### config.mk
export PLATFORM = sky130hd
export DESIGN_NAME = tkb_sequencer
export DESIGN_NICKNAME = d
export VERILOG_FILES = /design/src/rtl/tkb_pkg.sv /design/src/rtl/tkb_sequencer.sv
export SDC_FILE = /design/constraint.sdc
export NUM_CORES = 1
export LEC_CHECK = 0
export BUFFER_PORTS_ARGS = -buffer_cell sky130_fd_sc_hd__buf_4
export CAP_MARGIN = 20
export CORE_MARGIN = 2
export CORE_UTILIZATION = 48
export CTS_CLUSTER_SIZE = 10
export DETAILED_ROUTE_END_ITERATION = 10
export PLACE_DENSITY = 0.79
export SLEW_MARGIN = 20
export SYNTH_ARGS = -nofsm -noshare
export SYNTH_HDL_FRONTEND = slang
export SYNTH_SLANG_ARGS = --single-unit
### constraint.sdc
create_clock -name clock -period 6.9 [get_ports clock]
set_input_delay 0.69 -clock clock [delete_from_list [all_inputs] [get_ports clock]]
set_output_delay 0.69 -clock clock [all_outputs]
set_load 0.02 [all_outputs]
### src/rtl/tkb_pkg.sv
// Shared constants and types of the touch key burst sequencer.
// Assumes a 40 MHz system clock and an analog front end that
// returns one count per burst.
package tkb_pkg;
  // Clock rate and documented times in their own units
  localparam int CLK_MHZ          = 40;
  localparam int FAST_GAP_US      = 1000;   // Fast spacing, 1 ms
  localparam int LOW_POWER_GAP_US = 85000;  // Low power sleep, 85 ms
  localparam int HEART_US         = 15;     // Floating output pulse
  localparam int MAX_ON_S         = 80;     // Longest detection
  localparam int NOM_BURST_MS     = 21;     // Nominal burst period
  // Derived cycle and burst counts
  localparam logic [21:0] FAST_GAP_CYC = 22'(FAST_GAP_US * CLK_MHZ);
  localparam logic [21:0] LOW_POWER_GAP_CYC =
    22'(LOW_POWER_GAP_US * CLK_MHZ);
  localparam logic [21:0] HEART_CYC = 22'(HEART_US * CLK_MHZ);
  localparam logic [15:0] MAX_ON_BURSTS =
    16'(MAX_ON_S * 1000 / NOM_BURST_MS);
  // Detection figures in counts
  localparam logic [16:0] THRESH   = 17'h0000D;
  localparam logic [16:0] HYST     = 17'h00003;
  localparam logic [2:0]  CONS_LEN = 3'h4;
  // Spread spectrum trim, per mille, and its step spacing
  localparam logic signed [7:0] SPREAD_MAX = 8'sh4B;
  localparam logic [3:0] SPREAD_STEP_CYC = 4'h4;
  // Register byte addresses and drift divider reset values
  localparam logic [3:0] A_STATUS = 4'h0;
  localparam logic [3:0] A_REF    = 4'h4;
  localparam logic [3:0] A_SIG    = 4'h8;
  localparam logic [3:0] A_DRIFT  = 4'hC;
  localparam logic [7:0] FALL_DIV_RST = 8'h01;
  localparam logic [7:0] RISE_DIV_RST = 8'h08;
  // Run modes
  typedef enum logic [1:0] {
    MODE_FAST, MODE_LOW_POWER_RUN, MODE_SYNC
  } tkb_mode_t;
  // One burst result from the front end
  typedef struct packed {
    logic        valid;
    logic [15:0] count;
  } tkb_meas_t;
  // Drift divider settings, bursts per reference step
  typedef struct packed {
    logic [7:0] rise_div;
    logic [7:0] fall_div;
  } tkb_drift_t;
  // Status word layout
  typedef struct packed {
    logic [24:0] zero;
    logic [2:0]  consensus_counter;
    logic        cal_pend;
    logic        active;
    tkb_mode_t   mode;
  } tkb_status_t;
endpackage : tkb_pkg

### src/rtl/tkb_sequencer.sv
// Burst sequencer, detection filter and output driver of a
// single touch key. Assumes the front end answers each
// meas_start with one meas.valid pulse on a later clock, and
// that the sync pin is asynchronous to the clock.
// How it works
// (RULE1) Sync high: bursts 1 ms apart
// (RULE2) Sync low: sleep 85 ms after bursts
// (RULE3) Pending touch in low power: fast spacing
// (RULE4) Sync sampled at burst end picks mode
// (RULE5) Host holds sync low beyond burst length
// (RULE6) Sync pulses: burst only on falling edge
// (RULE7) Sync mode sleeps, falling edge wakes burst
// (RULE8) Sync idle past 85 ms leaves sync mode
// (RULE9) Sync mode skips consensus filter
// (RULE10) Timeouts count bursts, not time
// (RULE11) Detect at 13 counts above reference
// (RULE12) Drop out 3 counts below threshold
// (RULE13) Overlong detection forces recalibration
// (RULE14) Four consecutive hits confirm, miss clears
// (RULE15) Recalibrate at reset and on timeout
// (RULE16) Reference drifts only without detection
// (RULE17) Threshold levels follow the reference
// (RULE18) Reference falls faster than it rises
// (RULE19) Oscillator trim swept 7.5 percent in burst
// (RULE20) Output high during detection, low after recal
// (RULE21) Output floats 15 us before each burst
// (RULE22) Recal loads reference, clears filter state
//
// Decided for this implementation: the register addresses and strobed register access.
`timescale 1ns/1ps
module tkb_sequencer #(
  parameter logic [21:0] FAST_CYC  = tkb_pkg::FAST_GAP_CYC,
  parameter logic [21:0] SLEEP_CYC = tkb_pkg::LOW_POWER_GAP_CYC,
  parameter logic [15:0] MAX_ON    = tkb_pkg::MAX_ON_BURSTS
) (
  // Clock and reset
  input  wire logic              clock,
  input  wire logic              sys_rst,
  // Sync and mode pin
  input  wire logic              sync_pin,
  // Front end handshake
  output logic                   meas_start,
  input  wire tkb_pkg::tkb_meas_t meas,
  output logic signed [7:0]      osc_trim,
  // Output pin
  output logic                   touch_out,
  output logic                   touch_out_oe,
  // Register port
  input  wire logic [3:0]        reg_addr,
  input  wire logic [31:0]       reg_wdata,
  input  wire logic              reg_wr,
  input  wire logic              reg_rd,
  output logic [31:0]            reg_rdata
);
  // Sequencer states
  typedef enum logic [2:0] {
    ST_HEART, ST_BURST, ST_GAP, ST_SLEEP
  } tkb_state_t;

  // True when sig reaches ref plus the given margin
  function automatic logic above(input logic [15:0] sig,
                                 input logic [15:0] rf,
                                 input logic [16:0] margin);
    above = {1'b0, sig} >= ({1'b0, rf} + margin);
  endfunction : above

  tkb_state_t         state, next_state;     // Sequencer state
  tkb_pkg::tkb_mode_t mode, next_mode;       // Run mode
  logic [21:0]        timer, next_timer;     // Down counter
  logic [2:0]         consensus_counter;     // Consecutive hits
  logic [2:0]         next_consensus_counter;
  logic               active, next_active;   // Confirmed touch
  logic [15:0]        on_cnt, next_on_cnt;   // Bursts while on
  logic [15:0]        ref_lvl, next_ref_lvl; // Drift reference
  logic [7:0]         drift_cnt, next_drift_cnt;
  logic               cal_pend, next_cal_pend;
  logic [15:0]        last_sig, next_last_sig;
  logic               next_meas_start;
  logic signed [7:0]  next_osc_trim;
  logic               trim_up, next_trim_up; // Sweep direction
  logic [3:0]         trim_div, next_trim_div;
  tkb_pkg::tkb_drift_t drift, next_drift;    // Software setting
  logic [31:0]        next_reg_rdata;
  logic               sync_m, sync_s, sync_d; // Synchroniser
  logic               hit;                   // Burst over level
  logic               sync_fall, sync_chg;

  // Two flops before any logic sees the pin, then edge history
  always_ff @(posedge clock) begin
    if (sys_rst) begin
      sync_m <= 1'b0;
      sync_s <= 1'b0;
      sync_d <= 1'b0;
    end else begin
      sync_m <= sync_pin;
      sync_s <= sync_m;
      sync_d <= sync_s;
    end
  end
  assign sync_fall = sync_d & ~sync_s;
  assign sync_chg  = sync_d ^ sync_s;

  // Hysteresis: once on, the margin shrinks by the dropout
  assign hit = active ?
    above(meas.count, ref_lvl, tkb_pkg::THRESH - tkb_pkg::HYST) :
    above(meas.count, ref_lvl, tkb_pkg::THRESH); // RULE11 RULE12 RULE17

  // Output floats while the health pulse runs
  assign touch_out    = active;                   // RULE20
  assign touch_out_oe = (state != ST_HEART);      // RULE21

  // Next state of sequencer, filter and drift tracker
  always_comb begin
    next_state             = state;
    next_mode              = mode;
    next_timer             = (timer != 22'h000000) ?
                             timer - 22'h000001 : timer;
    next_consensus_counter = consensus_counter;
    next_active            = active;
    next_on_cnt            = on_cnt;
    next_ref_lvl           = ref_lvl;
    next_drift_cnt         = drift_cnt;
    next_cal_pend          = cal_pend;
    next_last_sig          = last_sig;
    next_meas_start        = 1'b0;
    next_osc_trim          = 8'sh00;
    next_trim_up           = 1'b1;
    next_trim_div          = 4'h0;
    case (state)
      // Floating pulse, then the burst starts
      ST_HEART: begin
        if (timer == 22'h000000) begin
          next_state      = ST_BURST;
          next_meas_start = 1'b1;                 // RULE21
        end
      end
      // Burst: sweep trim, evaluate the result
      ST_BURST: begin
        next_trim_div = trim_div + 4'h1;
        next_trim_up  = trim_up;
        next_osc_trim = osc_trim;
        if (trim_div == tkb_pkg::SPREAD_STEP_CYC - 4'h1) begin
          next_trim_div = 4'h0;
          if (trim_up && osc_trim >= tkb_pkg::SPREAD_MAX)
            next_trim_up = 1'b0;
          else if (!trim_up && osc_trim <= -tkb_pkg::SPREAD_MAX)
            next_trim_up = 1'b1;
          next_osc_trim = next_trim_up ? osc_trim + 8'sh01 :
                          osc_trim - 8'sh01;      // RULE19
        end
        if (meas.valid) begin
          next_osc_trim = 8'sh00;
          next_last_sig = meas.count;
          if (cal_pend) begin
            // Fresh reference, filter state cleared
            next_ref_lvl           = meas.count;  // RULE22 RULE15
            next_consensus_counter = 3'h0;
            next_active            = 1'b0;        // RULE20
            next_on_cnt            = 16'h0000;
            next_drift_cnt         = 8'h00;
            next_cal_pend          = 1'b0;
          end else begin
            if (mode == tkb_pkg::MODE_SYNC) begin
              // Every hit is a detection here
              next_active            = hit;       // RULE9
              next_consensus_counter = 3'h0;
            end else if (!hit) begin
              next_active            = 1'b0;
              next_consensus_counter = 3'h0;      // RULE14
            end else if (!active) begin
              if (consensus_counter == tkb_pkg::CONS_LEN - 3'h1) begin
                next_active            = 1'b1;    // RULE14
                next_consensus_counter = 3'h0;
              end else
                next_consensus_counter = consensus_counter + 3'h1;
            end
            // On-time is measured in bursts
            next_on_cnt = next_active ? on_cnt + 16'h0001 : 16'h0000;
            if (on_cnt >= MAX_ON)
              next_cal_pend = 1'b1;               // RULE13 RULE10
            // Tracking frozen while a touch is on
            if (!active && !next_active) begin    // RULE16
              next_drift_cnt = drift_cnt + 8'h01;
              if (meas.count < ref_lvl) begin
                if (drift_cnt + 8'h01 >= drift.fall_div) begin
                  next_ref_lvl   = ref_lvl - 16'h0001; // RULE18
                  next_drift_cnt = 8'h00;
                end
              end else if (meas.count > ref_lvl) begin
                if (drift_cnt + 8'h01 >= drift.rise_div) begin
                  next_ref_lvl   = ref_lvl + 16'h0001; // RULE18
                  next_drift_cnt = 8'h00;
                end
              end else
                next_drift_cnt = 8'h00;
            end else
              next_drift_cnt = 8'h00;
          end
          // Pin level at burst end steers the mode, except in sync mode
          if (mode == tkb_pkg::MODE_SYNC) begin
            next_state = ST_SLEEP;                // RULE7
            next_timer = SLEEP_CYC - 22'h000001;
          end else begin
            // A low long enough to span the burst is seen here
            if (sync_s)
              next_mode = tkb_pkg::MODE_FAST;     // RULE4 RULE5
            else if (mode == tkb_pkg::MODE_FAST)
              next_mode = tkb_pkg::MODE_SYNC;     // RULE4
            if (next_mode == tkb_pkg::MODE_SYNC) begin
              next_state = ST_SLEEP;
              next_timer = SLEEP_CYC - 22'h000001;
            end else begin
              next_state = ST_GAP;
              // Unresolved touch gets fast spacing
              if (next_mode == tkb_pkg::MODE_FAST ||
                  next_consensus_counter != 3'h0)
                next_timer = FAST_CYC - 22'h000001; // RULE1 RULE3
              else
                next_timer = SLEEP_CYC - 22'h000001; // RULE2
            end
          end
        end
      end
      // Timed gap between bursts
      ST_GAP: begin
        if (timer == 22'h000000) begin
          next_state = ST_HEART;
          next_timer = tkb_pkg::HEART_CYC - 22'h000001;
        end
      end
      // Sync sleep: falling edge wakes, idle pin times out
      ST_SLEEP: begin
        if (sync_chg)
          next_timer = SLEEP_CYC - 22'h000001;    // RULE8
        if (sync_fall) begin
          next_state = ST_HEART;                  // RULE6 RULE7
          next_timer = tkb_pkg::HEART_CYC - 22'h000001;
        end else if (timer == 22'h000000) begin
          next_mode  = sync_s ? tkb_pkg::MODE_FAST :
                       tkb_pkg::MODE_LOW_POWER_RUN; // RULE8
          next_state = ST_HEART;
          next_timer = tkb_pkg::HEART_CYC - 22'h000001;
        end
      end
      default: begin
        next_state = ST_HEART;
        next_timer = tkb_pkg::HEART_CYC - 22'h000001;
      end
    endcase
  end

  // Core registers; reset arms the first calibration
  always_ff @(posedge clock) begin
    if (sys_rst) begin
      state             <= ST_HEART;
      mode              <= tkb_pkg::MODE_FAST;
      timer             <= tkb_pkg::HEART_CYC - 22'h000001;
      consensus_counter <= 3'h0;
      active            <= 1'b0;
      on_cnt            <= 16'h0000;
      ref_lvl           <= 16'h0000;
      drift_cnt         <= 8'h00;
      cal_pend          <= 1'b1;                  // RULE15
      last_sig          <= 16'h0000;
      meas_start        <= 1'b0;
      osc_trim          <= 8'sh00;
      trim_up           <= 1'b1;
      trim_div          <= 4'h0;
    end else begin
      state             <= next_state;
      mode              <= next_mode;
      timer             <= next_timer;
      consensus_counter <= next_consensus_counter;
      active            <= next_active;
      on_cnt            <= next_on_cnt;
      ref_lvl           <= next_ref_lvl;
      drift_cnt         <= next_drift_cnt;
      cal_pend          <= next_cal_pend;
      last_sig          <= next_last_sig;
      meas_start        <= next_meas_start;
      osc_trim          <= next_osc_trim;
      trim_up           <= next_trim_up;
      trim_div          <= next_trim_div;
    end
  end

  // Register port decode; unmapped reads give zero
  always_comb begin
    tkb_pkg::tkb_status_t st;
    st                   = '0;
    st.mode              = mode;
    st.active            = active;
    st.cal_pend          = cal_pend;
    st.consensus_counter = consensus_counter;
    next_drift           = drift;
    next_reg_rdata       = 32'h00000000;
    if (reg_wr && reg_addr == tkb_pkg::A_DRIFT)
      next_drift = reg_wdata[15:0];
    if (reg_rd) begin
      case (reg_addr)
        tkb_pkg::A_STATUS: next_reg_rdata = st;
        tkb_pkg::A_REF:    next_reg_rdata = {16'h0000, ref_lvl};
        tkb_pkg::A_SIG:    next_reg_rdata = {16'h0000, last_sig};
        tkb_pkg::A_DRIFT:  next_reg_rdata = {16'h0000, drift};
        default:           next_reg_rdata = 32'h00000000;
      endcase
    end
  end

  // Register port flops; read data stand one cycle only
  always_ff @(posedge clock) begin
    if (sys_rst) begin
      drift     <= {tkb_pkg::RISE_DIV_RST, tkb_pkg::FALL_DIV_RST};
      reg_rdata <= 32'h00000000;
    end else begin
      drift     <= next_drift;
      reg_rdata <= next_reg_rdata;
    end
  end

  // Length of the floating pulse, counted for a check
  logic [21:0] hb_len;
  always_ff @(posedge clock) begin
    if (sys_rst || touch_out_oe)
      hb_len <= 22'h000000;
    else
      hb_len <= hb_len + 22'h000001;
  end
endmodule : tkb_sequencer

==> metrics <==
EDFF count, synth 0; first-pass GRT wire length 39100 microns; post-synthesis sequential area ratio 29.5%; Power per Cell Area 185 nW/um^2; final layout net count 1342; number of cells traversed by the worst hold path 1; initial standard-cell utilization of the core 49.3%; clock-pin transition on the worst setup and hold timing paths 70 ps; GRT Resource Usage Total 23.8%; setup total negative slack 0 ps; Antenna diodes 0; die area 20500 sq um; antenna-violating nets left 0; cell type with the largest total area after synthesis sky130_fd_sc_hd__dfxtp_1; max-slew violation count 0; cell type of the slowest stage on the worst timing path sky130_fd_sc_hd__dfxtp_1; CTS-repair resized insts 0; total clock buffers created by CTS 17; Clock Skews 12.9 ps; endpoint arrival time on the critical path 4790 ps; detailed-route wire length 23700 microns; proportion of register bits with asynchronous set or reset after synthesis 0%; total of flip-flops plus latches after synthesis 137; clock tree from TritonCTS yes; hold crit path type flop to flop; depth of the worst register-to-register path 15; Fillers 1671; Buffers & Inverters on Critical Path 2; antenna violations before repair 0; Remaining Overflow, GRT 0; root buf cell sky130_fd_sc_hd__clkbuf_16; final weighted congestion of routability-driven global placement 0.942; largest voltage drop on the vdd net 0.000178 V; type of destination of the critical path flop; cell type group with the largest total delay on the critical path compound AO/OA/AOI/OAI gates; level count of the clock H-tree 4; count of endpoints failing setup in the final report 0; maximum number of pins on one net before global-route repair 73; Cell Rows 50; RSZ-0062 raised after global routing no; maximum capacitance violations 0; delay of the slowest cell on the worst path 540 ps; Worst R2R Start ref_lvl[7]$_SDFFE_PP0P_; kind of critical path flop to flop; routed wirelength normalized by instance count 16.2 microns; capture endpoint of the worst hold path trim_div[0]$_SDFF_PP0_; timing-limited maximum frequency 0.224 GHz; estimated wirelength of the detail-placed design 17200 microns; share of layout cells above drive strength 1 12.6%; transition time at the pin with the least slew margin 823 ps; portion of synthesized cell area occupied by the leading cell type 29.5%; Layout area overhead 13.1%; mean instance size in the synthesized netlist 8.12 sq um; number of global-route vias before repair 8033; prevailing post-synth register cell sky130_fd_sc_hd__dfxtp_1; cell types with the highest counts after synthesis sky130_fd_sc_hd__dfxtp_1 (137), sky130_fd_sc_hd__nand2_1 (133), sky130_fd_sc_hd__nor2_1 (109); final cycle utilization of the critical path 64.6%; latest clock arrival within the worst-skew pair 430 ps; Min-Delay Startpoint trim_div[0]$_SDFF_PP0_; cell types occupying the most area after synthesis sky130_fd_sc_hd__dfxtp_1 (30%), sky130_fd_sc_hd__ha_1 (13%), sky130_fd_sc_hd__nand2_1 (5.4%); outcome complete, no violations; library cells used by synthesis 86; count of input and output buffers 68; worst slew slack as a fraction of its limit 45.1%; detailed-route vias per instance 5.85; leakage power total 4.15 nW; Ports 101; required time of the critical path 7230 ps; time the worst path needs with I/O delays and setup 4460 ps; first-pass detailed-route iteration total 5; overall via count from detail_route 8544; CP startpoint kind flop; worst flop-to-flop path endpoint ref_lvl[15]$_SDFFE_PP0P_; violation count after the first detailed-route iteration 779; overall die height 143 microns; Gate Count Post-Synth 1144; Ys Warns 0; count of buffers added by post-CTS timing repair for setup 0; critical path cell sequence inv_1 -> ha_1 -> a2111oi_0 -> o221a_2 -> o22ai_1 -> inv_2 -> ha_1 -> a2111oi_0 -> o21ai_1 -> a221oi_2 -> o211ai_1 -> a21o_1 -> a21oi_1 -> xnor2_1 -> a32o_1; Synth Cell Area 9290 sq um; Max Buffers Root-to-Sink 2; number of remaining DRC errors 0; highest net fanout along the worst path 17; most numerous cell in the Yosys netlist sky130_fd_sc_hd__dfxtp_1; final core utilization 55.8%; number of sinks handled by clock tree synthesis 137; die span in x 143 microns; R2R Setup Slk 2440 ps; number of hold-repair buffers added at the cts stage 0; core region area 18800 sq um; final hold violation count 0
-- placed cells by master, fill, tap and decap left out, drive strengths merged, types with 5 or more instances in the layout --
cell type	instances
o221a	5
a21oi	96
nand2b	9
nor3	20
or3	18
nor3b	9
xnor2	47
inv	57
conb	17
nand3	33
nand4	16
a211oi	17
nor4	14
a22oi	15
and3	17
dfxtp	137
clkbuf	20
nor2b	10
o21a	11
and4	5
o21ai	60
a21o	22
mux2i	7
a31oi	7
xor2	25
nor2	109
a222oi	9
o211ai	10
ha	95
o31ai	7
nand2	133
buf	76
-- flip-flops by register name, summed over array words and instances, names as in the netlist --
signal / flops
sync_m: 1
cal_pend: 1
sync_d: 1
last_sig: 16
mode: 2
ref_lvl: 16
on_cnt: 16
reg_rdata: 16
osc_trim: 8
trim_up: 1
trim_div: 4
consensus_counter: 3
state: 3
meas_start: 1
drift_cnt: 8
sync_s: 1
touch_out: 1
timer: 22
drift: 16
-- power breakdown --
group | total, mW | internal (mW) | switching, mW
Sequential | 0.800 | 0.795 | 0.00464
Combinational | 0.142 | 0.0536 | 0.0883
Clock | 1.00 | 0.631 | 0.373
Total | 1.94 | 1.48 | 0.465
-- metal layers --
layer | global-route usage [%] | part of all wire (%) | up-vias
li1 | - | - | 4177
met1 | 32.0 | 44 | 3992
met2 | 38.5 | 46 | 341
met3 | 4.73 | 8.5 | 34
met4 | 6.98 | 1.6 | 0
met5 | 0 | 0 | -
-- metrics by stage --
step / hold slack [ps] / area, sq um / power (mW) / cells / setup WS, ps
after floorplan: 414 / 9350 / 0.911 / 1160 / 2940
after global placement: 424 / 9860 / 0.953 / 1428 / 2330
after detailed placement: 439 / 9860 / 0.956 / 1428 / 2370
after CTS: 448 / 10500 / 1.95 / 1460 / 2470
after global routing: 472 / 10500 / 2.01 / 1460 / 2160
final: 447 / 10500 / 1.94 / 1460 / 2440
-- worst reg2reg max path, cell delays in order (launching register included) --
cell                        delay, ps
sky130_fd_sc_hd__dfxtp_1          540
sky130_fd_sc_hd__inv_1            190
sky130_fd_sc_hd__ha_1             340
sky130_fd_sc_hd__a2111oi_0        420
sky130_fd_sc_hd__o221a_2          270
sky130_fd_sc_hd__o22ai_1          160
sky130_fd_sc_hd__inv_2            310
sky130_fd_sc_hd__ha_1             370
sky130_fd_sc_hd__a2111oi_0        420
sky130_fd_sc_hd__o21ai_1          170
sky130_fd_sc_hd__a221oi_2         290
sky130_fd_sc_hd__o211ai_1         190
sky130_fd_sc_hd__a21o_1           210
sky130_fd_sc_hd__a21oi_1          180
sky130_fd_sc_hd__xnor2_1           90
sky130_fd_sc_hd__a32o_1           240
-- layout make-up --
cell class / count / area [sq um] / share of cell area, %
clock inverters: 12 / 186 / 1.77
inverters: 53 / 199 / 1.89
repair buffers: 76 / 571 / 5.43
flip-flops and latches: 137 / 2740 / 26.1
multi-input cells: 902 / 6030 / 57.4
well taps: 260 / 325 / 3.10
clock buffers: 20 / 457 / 4.35
-- logic make-up (layout without fill, tap and decap cells) --
logic type / count (synthesis) / in the layout / synth area share, %
other: 1 / 17 / 0.0404
AOI/OAI and AO/OA: 297 / 297 / 21.1
DFF: 137 / 137 / 29.5
buffers and inverters: 121 / 161 / 6.37
muxes: 8 / 8 / 0.875
xor gates and xnor gates: 72 / 72 / 6.79
and+or+nand+nor: 410 / 410 / 22.0
adders and majority gates: 98 / 98 / 13.3
-- worst max path at each step --
stage	from	to	slack (ps)	cells after the start
detailed placement	meas[7]	ref_lvl[15]$_SDFFE_PP0P_	2370	15
floorplan	meas[7]	ref_lvl[15]$_SDFFE_PP0P_	2940	14
CTS	ref_lvl[7]$_SDFFE_PP0P_	ref_lvl[15]$_SDFFE_PP0P_	2470	15
finish	ref_lvl[7]$_SDFFE_PP0P_	ref_lvl[15]$_SDFFE_PP0P_	2440	15
global route	ref_lvl[3]$_SDFFE_PP0P_	ref_lvl[15]$_SDFFE_PP0P_	2160	16
global placement	meas[7]	ref_lvl[15]$_SDFFE_PP0P_	2330	15
(Power assumes the default switching activity.)
